### config.mk
export PLATFORM = sky130hd
export DESIGN_NAME = etx_overhead_select
export DESIGN_NICKNAME = d
export VERILOG_FILES = /design/src/logic/etx_pkg.sv /design/src/logic/etx_bit_select.sv /design/src/logic/etx_overhead_select.sv
export SDC_FILE = /design/constraint.sdc
export NUM_CORES = 1
export LEC_CHECK = 0
export CORE_ASPECT_RATIO = 1.75
export CORE_MARGIN = 2
export CORE_UTILIZATION = 64
export DETAILED_ROUTE_END_ITERATION = 10
export DONT_BUFFER_PORTS = 1
export PLACE_DENSITY = 0.8
export SLEW_MARGIN = 20
export SYNTH_ARGS = -nofsm -noshare
export SYNTH_HDL_FRONTEND = slang
export SYNTH_SLANG_ARGS = --single-unit
### constraint.sdc
create_clock -name pclk -period 3.1 [get_ports pclk]
set_input_delay 0.93 -clock pclk [delete_from_list [all_inputs] [get_ports pclk]]
set_output_delay 0.93 -clock pclk [all_outputs]
set_load 0.005 [all_outputs]
### src/logic/etx_pkg.sv
// constants shared by the e1 transmit overhead source selector
// assumes an apb3 register bus with 32-bit data and a 12-bit byte address
package etx_pkg;

  localparam int ADDR_W = 12;
  localparam int IDX_W = 10;

  // register indices; byte address is four times the index
  localparam logic [IDX_W-1:0] IDX_SIG_LINK_SEL = 10'h10a;
  localparam logic [IDX_W-1:0] IDX_SRC_AUX = 10'h140;
  localparam logic [IDX_W-1:0] IDX_STATUS = 10'h141;
  localparam logic [IDX_W-1:0] IDX_TS16_REG_LO = 10'h340;
  localparam logic [IDX_W-1:0] IDX_TS16_REG_HI = 10'h35f;

  localparam logic [7:0] SIG_LINK_SEL_RST = 8'h00;
  localparam logic [7:0] SRC_AUX_RST = 8'h00;
  localparam logic [7:0] TS16_REG_RST = 8'h00;

  // fields of tx_signaling_link_select
  localparam int OHS_LSB = 0;
  localparam int OHS_MSB = 2;
  localparam int SA4_EN_BIT = 3;

  // fields of the auxiliary source register
  localparam int AUX_SA4_INS_BIT = 0;
  localparam int AUX_LSRC_LSB = 1;
  localparam int AUX_LSRC_MSB = 2;
  localparam int AUX_SA4_VAL_BIT = 3;
  localparam int AUX_TS16_LSB = 4;
  localparam int AUX_TS16_MSB = 5;
  localparam int AUX_DE_ALT_BIT = 6;
  localparam int AUX_TS16_SIG_BIT = 7;

  // overhead source codes
  localparam logic [2:0] OHS_DL_SER = 3'h0;
  localparam logic [2:0] OHS_CAS_DL = 3'h1;
  localparam logic [2:0] OHS_ONES = 3'h2;
  localparam logic [2:0] OHS_CAS_ONES = 3'h3;
  localparam logic [2:0] OHS_SIG_DE = 3'h4;

  // link source code for the internal packet controller
  localparam logic [1:0] LSRC_PACKET = 2'h1;

  // timeslot 16 sources in cas modes
  localparam logic [1:0] TS16_FROM_SER = 2'h0;
  localparam logic [1:0] TS16_FROM_REGS = 2'h1;
  localparam logic [1:0] TS16_FROM_OH = 2'h2;
  localparam logic [1:0] TS16_FROM_SIG = 2'h3;

  // frame geometry
  localparam logic [7:0] LAST_BIT_POS = 8'hff;
  localparam logic [4:0] TS_OVERHEAD = 5'h00;
  localparam logic [4:0] TS_SIGNALING = 5'h10;
  localparam logic [2:0] SA4_POS = 3'h3;
  localparam int TS16_REGS = 32;

endpackage : etx_pkg

### src/logic/etx_bit_select.sv
// per-bit source selection for the outbound e1 stream
// purely combinational; the caller registers the result
`timescale 1ns/10ps
module etx_bit_select
  import etx_pkg::*;
(
  input wire logic [2:0] ohs_code,
  input wire logic sa4_link_enable,
  input wire logic sa4_insert_select,
  input wire logic [1:0] link_source_select,
  input wire logic sa4_reg_value,
  input wire logic [1:0] ts16_source,
  input wire logic ts16_sig_alt,
  input wire logic de_alt,
  input wire logic [4:0] slot,
  input wire logic [2:0] bit_pos,
  input wire logic non_fas,
  input wire logic de_slot,
  input wire logic ser_bit,
  input wire logic frac_bit,
  input wire logic sig_bit,
  input wire logic oh_bit,
  input wire logic reg_bit,
  input wire logic link_bit,
  output logic out_bit
);

  // unused codes fall back to the reset code behaviour
  wire logic code_known = (ohs_code <= OHS_SIG_DE);
  wire logic [2:0] code = code_known ? ohs_code : OHS_DL_SER;
  wire logic nat_ones = (code == OHS_ONES) || (code == OHS_CAS_ONES);
  wire logic cas_on = (code == OHS_CAS_DL) || (code == OHS_CAS_ONES);

  wire logic in_ts0 = (slot == TS_OVERHEAD) && non_fas;
  wire logic nat_pos = in_ts0 && (bit_pos >= SA4_POS);
  wire logic sa4_pos = in_ts0 && (bit_pos == SA4_POS);
  wire logic in_ts16 = (slot == TS_SIGNALING);

  // link bits only ride sa4 when the sa4 link enable and packet source meet
  wire logic sa4_use_link = sa4_link_enable &&
                            (link_source_select == LSRC_PACKET) &&
                            !sa4_insert_select;
  wire logic sa4_bit;
  assign sa4_bit = sa4_insert_select ? sa4_reg_value :
                   sa4_use_link ? link_bit :
                   !sa4_link_enable ? 1'b1 :
                   ser_bit;

  logic cas_bit;
  always_comb begin
    unique case (ts16_source)
      TS16_FROM_SER: cas_bit = ser_bit;
      TS16_FROM_REGS: cas_bit = reg_bit;
      TS16_FROM_OH: cas_bit = oh_bit;
      TS16_FROM_SIG: cas_bit = sig_bit;
    endcase
  end

  wire logic ts16_bit = cas_on ? cas_bit :
                        (code == OHS_ONES) ?
                        (ts16_sig_alt ? sig_bit : ser_bit) :
                        ser_bit;
  wire logic de_bit = (code == OHS_SIG_DE) ?
                      (de_alt ? sig_bit : ser_bit) :
                      (de_alt ? frac_bit : ser_bit);

  always_comb begin
    if (nat_pos && nat_ones) begin
      out_bit = 1'b1;
    end else if (sa4_pos) begin
      out_bit = sa4_bit;
    end else if (in_ts16) begin
      out_bit = ts16_bit;
    end else if (de_slot && !in_ts0) begin
      out_bit = de_bit;
    end else begin
      out_bit = ser_bit;
    end
  end

endmodule : etx_bit_select

### src/logic/etx_overhead_select.sv
// e1 transmit overhead source selector with apb3 register access
// assumes backplane pins asynchronous to pclk and a frame sync pulse pin
`timescale 1ns/10ps
module etx_overhead_select
  import etx_pkg::*;
(
  input wire logic pclk,
  input wire logic presetn,
  input wire logic psel,
  input wire logic penable,
  input wire logic pwrite,
  input wire logic [ADDR_W-1:0] paddr,
  input wire logic [31:0] pwdata,
  output logic [31:0] prdata,
  output logic pready,
  output logic pslverr,
  input wire logic tx_frame_sync_in,
  input wire logic tx_serial_in,
  input wire logic tx_fractional_data_in,
  input wire logic tx_signaling_in,
  input wire logic tx_overhead_in,
  input wire logic de_slot_active,
  input wire logic link_bit_in,
  output logic tx_line_out,
  output logic tx_frame_sync_out
);

  // pin synchronisers, all five pins share one delay so they stay aligned
  logic [4:0] pin_meta_r;
  logic [4:0] pin_sync_r;
  wire logic [4:0] pin_raw = {tx_frame_sync_in, tx_serial_in,
                              tx_fractional_data_in, tx_signaling_in,
                              tx_overhead_in};

  always_ff @(posedge pclk or negedge presetn) begin
    if (!presetn) begin
      pin_meta_r <= 5'h00;
    end else begin
      pin_meta_r <= pin_raw;
    end
  end

  // only the second stage feeds logic; the first may be metastable
  always_ff @(posedge pclk or negedge presetn) begin
    if (!presetn) begin
      pin_sync_r <= 5'h00;
    end else begin
      pin_sync_r <= pin_meta_r;
    end
  end
  wire logic fsync_s = pin_sync_r[4];
  wire logic ser_s = pin_sync_r[3];
  wire logic frac_s = pin_sync_r[2];
  wire logic sig_s = pin_sync_r[1];
  wire logic oh_s = pin_sync_r[0];

  // apb decode
  wire logic [IDX_W-1:0] idx = paddr[ADDR_W-1:2];
  wire logic aligned = (paddr[1:0] == 2'h0);
  wire logic hit_sls = aligned && (idx == IDX_SIG_LINK_SEL);
  wire logic hit_aux = aligned && (idx == IDX_SRC_AUX);
  wire logic hit_stat = aligned && (idx == IDX_STATUS);
  wire logic hit_ts16 = aligned && (idx >= IDX_TS16_REG_LO) &&
                        (idx <= IDX_TS16_REG_HI);
  wire logic hit_any = hit_sls || hit_aux || hit_stat || hit_ts16;
  wire logic setup_ph = psel && !penable;
  wire logic wr_go = psel && penable && pready && pwrite && !pslverr;
  wire logic [4:0] ts16_widx = idx[4:0];

  logic [7:0] sig_link_sel_r;
  logic [7:0] src_aux_r;
  logic [7:0] ts16_regs_r [TS16_REGS];

  wire logic wr_sls = wr_go && hit_sls;
  wire logic wr_aux = wr_go && hit_aux;

  always_ff @(posedge pclk or negedge presetn) begin
    if (!presetn) begin
      sig_link_sel_r <= SIG_LINK_SEL_RST;
    end else if (wr_sls) begin
      sig_link_sel_r <= pwdata[7:0];
    end
  end

  always_ff @(posedge pclk or negedge presetn) begin
    if (!presetn) begin
      src_aux_r <= SRC_AUX_RST;
    end else if (wr_aux) begin
      src_aux_r <= pwdata[7:0];
    end
  end

  // signaling byte store for cas insertion
  genvar gi;
  generate
    for (gi = 0; gi < TS16_REGS; gi++) begin : g_ts16
      always_ff @(posedge pclk or negedge presetn) begin
        if (!presetn) begin
          ts16_regs_r[gi] <= TS16_REG_RST;
        end else if (wr_go && hit_ts16 && (ts16_widx == 5'(gi))) begin
          ts16_regs_r[gi] <= pwdata[7:0];
        end
      end
    end
  endgenerate

  // frame position tracking
  logic [7:0] bit_cnt_r;
  logic [4:0] frame_cnt_r;
  logic non_fas_r;
  wire logic [7:0] pos = fsync_s ? 8'h00 : bit_cnt_r;
  wire logic frame_end = (pos == LAST_BIT_POS);
  wire logic [7:0] bit_cnt_nxt = pos + 8'h01;
  wire logic [4:0] frame_cnt_nxt = frame_cnt_r + 5'h01;

  // a sync pulse always wins over the free-running wrap
  wire logic frame_restart = fsync_s;
  wire logic frame_wrap = frame_end && !fsync_s;

  always_ff @(posedge pclk or negedge presetn) begin
    if (!presetn) begin
      bit_cnt_r <= 8'h00;
    end else begin
      bit_cnt_r <= bit_cnt_nxt;
    end
  end

  always_ff @(posedge pclk or negedge presetn) begin
    if (!presetn) begin
      frame_cnt_r <= 5'h00;
    end else if (frame_restart) begin
      frame_cnt_r <= 5'h00;
    end else if (frame_wrap) begin
      frame_cnt_r <= frame_cnt_nxt;
    end
  end

  // the frame after a sync is a fas frame
  always_ff @(posedge pclk or negedge presetn) begin
    if (!presetn) begin
      non_fas_r <= 1'b0;
    end else if (frame_restart) begin
      non_fas_r <= 1'b0;
    end else if (frame_wrap) begin
      non_fas_r <= !non_fas_r;
    end
  end

  // stored signaling bit for the current frame, msb sent first
  wire logic [7:0] cur_sig_byte = ts16_regs_r[frame_cnt_r];
  wire logic [2:0] rev_pos = 3'h7 - pos[2:0];
  wire logic reg_bit = cur_sig_byte[rev_pos];

  logic sel_bit;
  etx_bit_select u_sel (
    .ohs_code(sig_link_sel_r[OHS_MSB:OHS_LSB]),
    .sa4_link_enable(sig_link_sel_r[SA4_EN_BIT]),
    .sa4_insert_select(src_aux_r[AUX_SA4_INS_BIT]),
    .link_source_select(src_aux_r[AUX_LSRC_MSB:AUX_LSRC_LSB]),
    .sa4_reg_value(src_aux_r[AUX_SA4_VAL_BIT]),
    .ts16_source(src_aux_r[AUX_TS16_MSB:AUX_TS16_LSB]),
    .ts16_sig_alt(src_aux_r[AUX_TS16_SIG_BIT]),
    .de_alt(src_aux_r[AUX_DE_ALT_BIT]),
    .slot(pos[7:3]),
    .bit_pos(pos[2:0]),
    .non_fas(non_fas_r),
    .de_slot(de_slot_active),
    .ser_bit(ser_s),
    .frac_bit(frac_s),
    .sig_bit(sig_s),
    .oh_bit(oh_s),
    .reg_bit(reg_bit),
    .link_bit(link_bit_in),
    .out_bit(sel_bit)
  );

  wire logic pos_zero = (pos == 8'h00);

  // line idles at one while in reset
  always_ff @(posedge pclk or negedge presetn) begin
    if (!presetn) begin
      tx_line_out <= 1'b1;
    end else begin
      tx_line_out <= sel_bit;
    end
  end

  always_ff @(posedge pclk or negedge presetn) begin
    if (!presetn) begin
      tx_frame_sync_out <= 1'b0;
    end else begin
      tx_frame_sync_out <= pos_zero;
    end
  end

  // read data prepared in setup so the access phase answers at once
  wire logic [31:0] stat_word = {24'h0, 2'h0, frame_cnt_r, tx_line_out};
  wire logic [31:0] rd_mux = hit_sls ? {24'h0, sig_link_sel_r} :
                             hit_aux ? {24'h0, src_aux_r} :
                             hit_stat ? stat_word :
                             hit_ts16 ? {24'h0, ts16_regs_r[ts16_widx]} :
                             32'h0000_0000;

  wire logic pslverr_nxt = !hit_any || (hit_stat && pwrite);
  wire logic [31:0] prdata_nxt = pwrite ? 32'h0000_0000 : rd_mux;

  // zero wait states: every setup is answered in the next cycle
  always_ff @(posedge pclk or negedge presetn) begin
    if (!presetn) begin
      pready <= 1'b0;
    end else begin
      pready <= setup_ph;
    end
  end

  always_ff @(posedge pclk or negedge presetn) begin
    if (!presetn) begin
      pslverr <= 1'b0;
    end else if (setup_ph) begin
      pslverr <= pslverr_nxt;
    end
  end

  // held until the next setup so a slow master still sees it
  always_ff @(posedge pclk or negedge presetn) begin
    if (!presetn) begin
      prdata <= 32'h0000_0000;
    end else if (setup_ph) begin
      prdata <= prdata_nxt;
    end
  end

endmodule : etx_overhead_select

## Yosys cells after proc, flatten, opt, wreduce, memory -nomap -nowiden

Cells that the tools add are included.

- Word-level logic and storage cells: 207
- Bits in registers: 332
- Output and inout bits: 36
- Bits of input ports: 56

- Muxes and demuxes: 33
- Equal/unequal tests: 45
- Reduce and logical (&&, ||, !) cells: 73
- Add/sub/neg operators: 3
- Bitwise operators: 2
- Order comparisons: 7

Operators by type and width:

| cell | count |
|---|---|
| 5-bit == test, second input constant | 17 |
| 8-bit binary-select mux with 5-bit select | 2 |
| 8-bit 2-to-1 mux | 10 |
| 1-bit logical AND | 54 |
| 5-bit by 4-bit == test with 1-bit output, second input constant | 8 |
| 10-bit by 9-bit == test with 1-bit output, second input constant | 3 |
| 5-bit by 3-bit == test with 1-bit output, second input constant | 4 |
| 1-bit 2-to-1 mux | 16 |
| 6-bit >= comparator, second input constant | 2 |
| 5-bit NOT with 6-bit output | 2 |
| 5-bit by 2-bit == test with 1-bit output, second input constant | 2 |
| 10-bit >= comparator, second input constant | 1 |
| 10-bit <= comparator, second input constant | 1 |
| 5-bit logical NOT | 2 |
| 5-bit 2-to-1 mux | 2 |
| 3-bit by 2-bit == test with 1-bit output, second input constant | 3 |
| 8-bit by 1-bit adder with 8-bit output, second input constant | 1 |
| 8-bit == test, second input constant | 1 |
| 8-bit logical NOT | 1 |
| 1-bit logical NOT | 7 |
| 1-bit logical OR | 6 |
| 5-bit by 1-bit adder with 5-bit output, second input constant | 1 |
| 5-bit by 1-bit == test with 1-bit output, second input constant | 1 |
| 2-bit by 1-bit == test with 1-bit output, second input constant | 2 |
| 12 further kinds | 14 |

## Longest topological paths before layout

- Depth after elaboration: 11
- Depth in mapped cells: 10
- Gate-level depth less buffers: 9

## By module

From an unflattened synthesis, not the netlist that was laid out.

- Cells, all modules: 1181
- Area total of the unflattened synthesis: 16595.9 µm²

By module, submodules not included:

| module | sequential area each (µm²) | cells an instance | times used | area an instance (µm²) |
|---|---|---|---|---|
| etx_overhead_select | 7708.6 | 1151 | 1 | 16383.2 |
| etx_bit_select | 0.0 | 30 | 1 | 212.7 |

## Worst setup path before layout

Ideal clock, no wire load.

- Path kind: input-to-reg
- Start: input port paddr[1]
- End: register ts16_regs_r[144] in the netlist's numbering
- Path buffers: 2
- Path slack: 14 ps
- Cell stages on the path: 7
- Required time: 2975 ps
- Setup time: 125 ps
- Data arrival time: 2961 ps
- Path through: or3_1 or3_1 buf_2 or3_1 buf_2 nor3_4 mux2_2

- Longest elaborated chain between the ends: 5

Ends and longest elaborated chain:

| item | RTL line | RTL |
|---|---|---|
| start, declared | etx_overhead_select.sv:12 | `input wire logic [ADDR_W-1:0] paddr,` |
| 2-bit logical NOT | etx_overhead_select.sv:59 | `wire logic aligned = (paddr[1:0] == 2'h0);` |
| 1-bit logical AND (2 in a row) | etx_overhead_select.sv:63 | `wire logic hit_ts16 = aligned && (idx >= IDX_TS16_REG_LO) &&` |
| 1-bit logical AND (2 in a row) | etx_overhead_select.sv:100 | `end else if (wr_go && hit_ts16 && (ts16_widx == 5'(gi))) begin` |
| end signal, assigned by index | etx_overhead_select.sv:101 | `ts16_regs_r[gi] <= pwdata[7:0];` |
| end, declared | etx_overhead_select.sv:72 | `logic [7:0] ts16_regs_r [TS16_REGS];` |

Every way passes these cells.
A chain may end at the register's enable or synchronous reset.

## Final worst setup path

- Start: register frame_cnt_r[0]
- End: register tx_line_out

- Longest elaborated chain between the ends: 11

Ends and longest elaborated chain:

| item | RTL line | RTL |
|---|---|---|
| start, declared | etx_overhead_select.sv:109 | `logic [4:0] frame_cnt_r;` |
| start signal, assigned | etx_overhead_select.sv:134 | `frame_cnt_r <= frame_cnt_nxt;` |
| 5-bit NOT with 6-bit output (not written as such) | etx_overhead_select.sv:150 | `wire logic [7:0] cur_sig_byte = ts16_regs_r[frame_cnt_r];` |
| 8-bit binary-select mux with 5-bit select | etx_overhead_select.sv:150 |  |
| 8-bit 2-to-1 mux (not written as such) (2 in a row) | etx_overhead_select.sv:150 |  |
| 1-bit binary-select mux with 3-bit select | etx_overhead_select.sv:152 | `wire logic reg_bit = cur_sig_byte[rev_pos];` |
| 1-bit 2-to-1 mux (not written as such) | etx_overhead_select.sv:152 |  |
| 1-bit case mux with 4 select lines | etx_bit_select.sv:51 | `unique case (ts16_source)` |
| 1-bit 2-to-1 mux | etx_bit_select.sv:59 | `wire logic ts16_bit = cas_on ? cas_bit :` |
| 1-bit 2-to-1 mux | etx_bit_select.sv:72 | `end else if (in_ts16) begin` |
| 1-bit 2-to-1 mux | etx_bit_select.sv:70 | `end else if (sa4_pos) begin` |
| 1-bit 2-to-1 mux | etx_bit_select.sv:68 | `if (nat_pos && nat_ones) begin` |
| net sel_bit | etx_overhead_select.sv:154 | `logic sel_bit;` |
| end signal, assigned | etx_overhead_select.sv:184 | `tx_line_out <= sel_bit;` |
| end, declared | etx_overhead_select.sv:24 | `output logic tx_line_out,` |

The timed path passes the listed nets, and every way through them passes these cells. The select of a mux whose other input is x is not followed.

==> flow_summary.ini <==
[worst_setup_path]
crit_fanout = 20
path_buf_inv = 2
cp_data_arrival_time_ns = 3.36
cp-end-kind = register
reg2reg_from = frame_cnt_r[0]
start_kind = register
timing.critical_path.mode_cell = buf_12
path_cells = buf_12, buf_12, mux4_2, mux2i_1, o21ai_0, o2111a_1, nor4_1, o41ai_1
max_stage_delay_ns = 0.61
cpLargestDelayFamily = multiplexers
cp_slowest_cell = dfrtp_4
required_ns = 3.58
startpoint = frame_cnt_r[0]
critPathKind = reg2reg

[route]
wl_mm = 44.28
ant_nets = 0
routed_via_density = 7.074
post_drt_wl_per_cell_microns = 29.54
vias = 10600
first_pass_iters = 5
drc = 0
drt-initial-drc-count = 904

[clock_tree]
ctsHoldBuffers = 0
cts_tree = yes
clock-sinks = 308
post_cts_buffers = 0
cts.repair.resized = 0
insertion_delay_ns = 0.57
clk_transition_reported_paths_ns = 0.07
clockBufferDepth = 3
cts_root_buf = clkbuf_16
cts_buffers = 29
htree_levels = 1

[power_and_ir_drop]
sequentialPowerShare_pct = 51.6
ir_drop_mv = 0.4134
netSwitchingFraction_pct = 20.81
comb_power_share_pct = 1.7
internal_power_mw = 6.210
pwr-share-clk_pct = 46.7
leakage_nw = 8.148
power.density_nw_per_um2 = 432.7
switchingPower_mw = 1.632

[global_route]
grt_pass1_vias = 11430
grt_usage_pct = 33.64
grt_max_degree = 309
antenna_found_initial = 1
grt_pass1_wl_mm = 68.97
overflow = 0

[timing]
tightestPinTransition_ns = 0.9071
rsz0062_at_grt = false
setup_viol = 0
period_minus_slack_ns = 2.884
fmax_ghz = 0.3467
drv_slew = 0
fin_skew_ns = 0.02007
slew_headroom_pct = 39.53
hold_viol = 0
holdWs_ns = 0.05616
min_period_over_period_pct = 93.03

[yosys]
yosysWarnings = 0
seq_area_frac_synth_pct = 46.70
syn_inst = 1148
yosys-top-cells-count = 307 x dfrtp_1, 280 x mux2_2, 123 x mux4_2, 53 x clkbuf_1, 44 x nand2_1
synth_top_area_share_pct = 46.54
yosysMostFrequentCell = dfrtp_1
synth-edff-count = 0
synth_seq_cells = 308
synth_cell_type_count = 62
synth_ff_type = dfrtp_1
synth_area_per_cell_sq_um = 14.38
yosys.area.top_type = dfrtp_1
async_reset_ff_share_pct = 100.0
syn_area_sq_um = 16510
synth.area.top_cells = dfrtp_1 47%, mux2_2 19%, mux4_2 17%, mux2i_1 2.6%, buf_4 1.4%

[finish]
register_area_sq_um = 7714
instances_no_fill = 1499
multi_input_area_sq_um = 8285
drive_above_1_share_pct = 47.17
nets = 1222
diodes = 0
area_growth_syn_to_layout_pct = 9.777
n_fill_cell = 1632

[floorplanning]
pin_count = 92
initial_core_util_pct = 65.15
core_sq_um = 25340
dieHeight_microns = 216.5
std_cell_rows = 77
dieArea_sq_um = 27150
die_w_microns = 125.4

[placed_design]
dp_hpwl_mm = 30.47
place_inst = 1446
io_buffers = 0
place.gp.congestion = 0.9630

[status]
status = finished, final reports clean

[min_path]
hold_class = in2async

[run]
maxCapViolations = 0
## per-stage QoR
step	setup TNS, ns	worst slack (ns)	power [mW]	area [sq um]	util, %
floorplan	0	0.01440	4.326	16590	-
global placement	0	0.01351	4.248	17150	67.67
detailed placement	-0.2548	-0.03841	4.252	17150	67.67
CTS	0	0.2330	7.886	18120	71.52
global route	0	0.1044	8.035	18120	71.52
finish	0	0.2160	7.842	18120	71.52
## flip-flops by register name (all words and copies together) (netlist names)
register and flops:
sig_link_sel_r 8, pready 1, pin_sync_r 5, non_fas_r 1, pin_meta_r 5, bit_cnt_r 8, tx_frame_sync_out 1, src_aux_r 8
tx_line_out 1, prdata 8, frame_cnt_r 5, ts16_regs_r 256, pslverr 1
## cell families (layout without fill, tap and decap cells)
logic type / count (synthesis) / in the layout / synth area share [%]
other: 1 / 24 / 0.02272
AO/OA/AOI/OAI: 102 / 102 / 4.601
adder cells (fa/ha/maj): 5 / 5 / 0.3790
multiplexers: 446 / 446 / 38.49
XOR/XNOR: 8 / 8 / 0.4245
flip-flops: 308 / 308 / 46.70
buffers and inverters: 121 / 133 / 3.638
AND/OR/NAND/NOR: 157 / 157 / 5.753
## worst reg2reg max path, stage by stage (launching register included)
cell	delay, ns
dfrtp_4	0.61
buf_12	0.22
buf_12	0.20
mux4_2	0.54
mux2i_1	0.21
o21ai_0	0.13
o2111a_1	0.30
nor4_1	0.46
o41ai_1	0.13
## layout make-up
type	count	area share, %
flip-flops and latches	308	42.56
repair buffers	70	3.935
well taps	316	2.182
clock buffers	38	4.522
clock inverters	15	0.8699
multi-input cells	742	45.72
inverters	10	0.2071
## power groups by stage
stage	clock [mW]	sequential (mW)	combinational, mW
after floorplan	0	4.12	0.207
after global placement	0	4.12	0.126
after detailed placement	0	4.12	0.129
after CTS	3.71	4.05	0.130
after global routing	3.85	4.05	0.139
final	3.66	4.05	0.131
## cell usage in the layout (no fill, tap or decap), types with 5 or more instances in the layout
master and count:
nor2_1 22, o221ai_1 11, a22oi_1 5, o21ai_0 18, clkbuf_8 6, nand2b_1 8
nor3_4 6, conb_1 24, mux2_2 280, o22ai_1 5, nand3_1 9, mux4_2 123
clkbuf_16 29, a221oi_1 9, a22o_1 6, ha_1 5, a221o_1 6, nand2_1 44
mux2i_1 43, buf_12 15, clkinv_2 9, buf_4 55, nor2_2 6, nand4_1 6
a211oi_1 13, dfrtp_1 305, inv_1 8, a21oi_1 8, xor2_1 6, nand3_2 11
nor2b_1 11
## final timing paths
kind	slack, ns	depth (start not counted)	end
min in group pclk	0.34	0	pin_sync_r[2]
hold reg to reg	0.34	0	pin_sync_r[2]
setup reg to reg	0.22	8	tx_line_out
max in group asynchronous	2.58	0	ts16_regs_r[233]
hold / removal	0.06	0	ts16_regs_r[122]
setup / recovery	0.22	8	tx_line_out
## routing by layer
| metal | GRT usage, % | routed length, microns | vias to the layer above | part of all wire, % |
|---|---|---|---|---|
| met4 | 24.67 | 3846 | 2 | 8.7 |
| li1 | - | - | 4385 | - |
| met5 | 0 | 19 | - | 0.043 |
| met1 | 38.01 | 14860 | 5531 | 34 |
| met3 | 4.715 | 2420 | 176 | 5.5 |
| met2 | 58.04 | 23130 | 510 | 52 |
(Power assumes the default switching activity.)
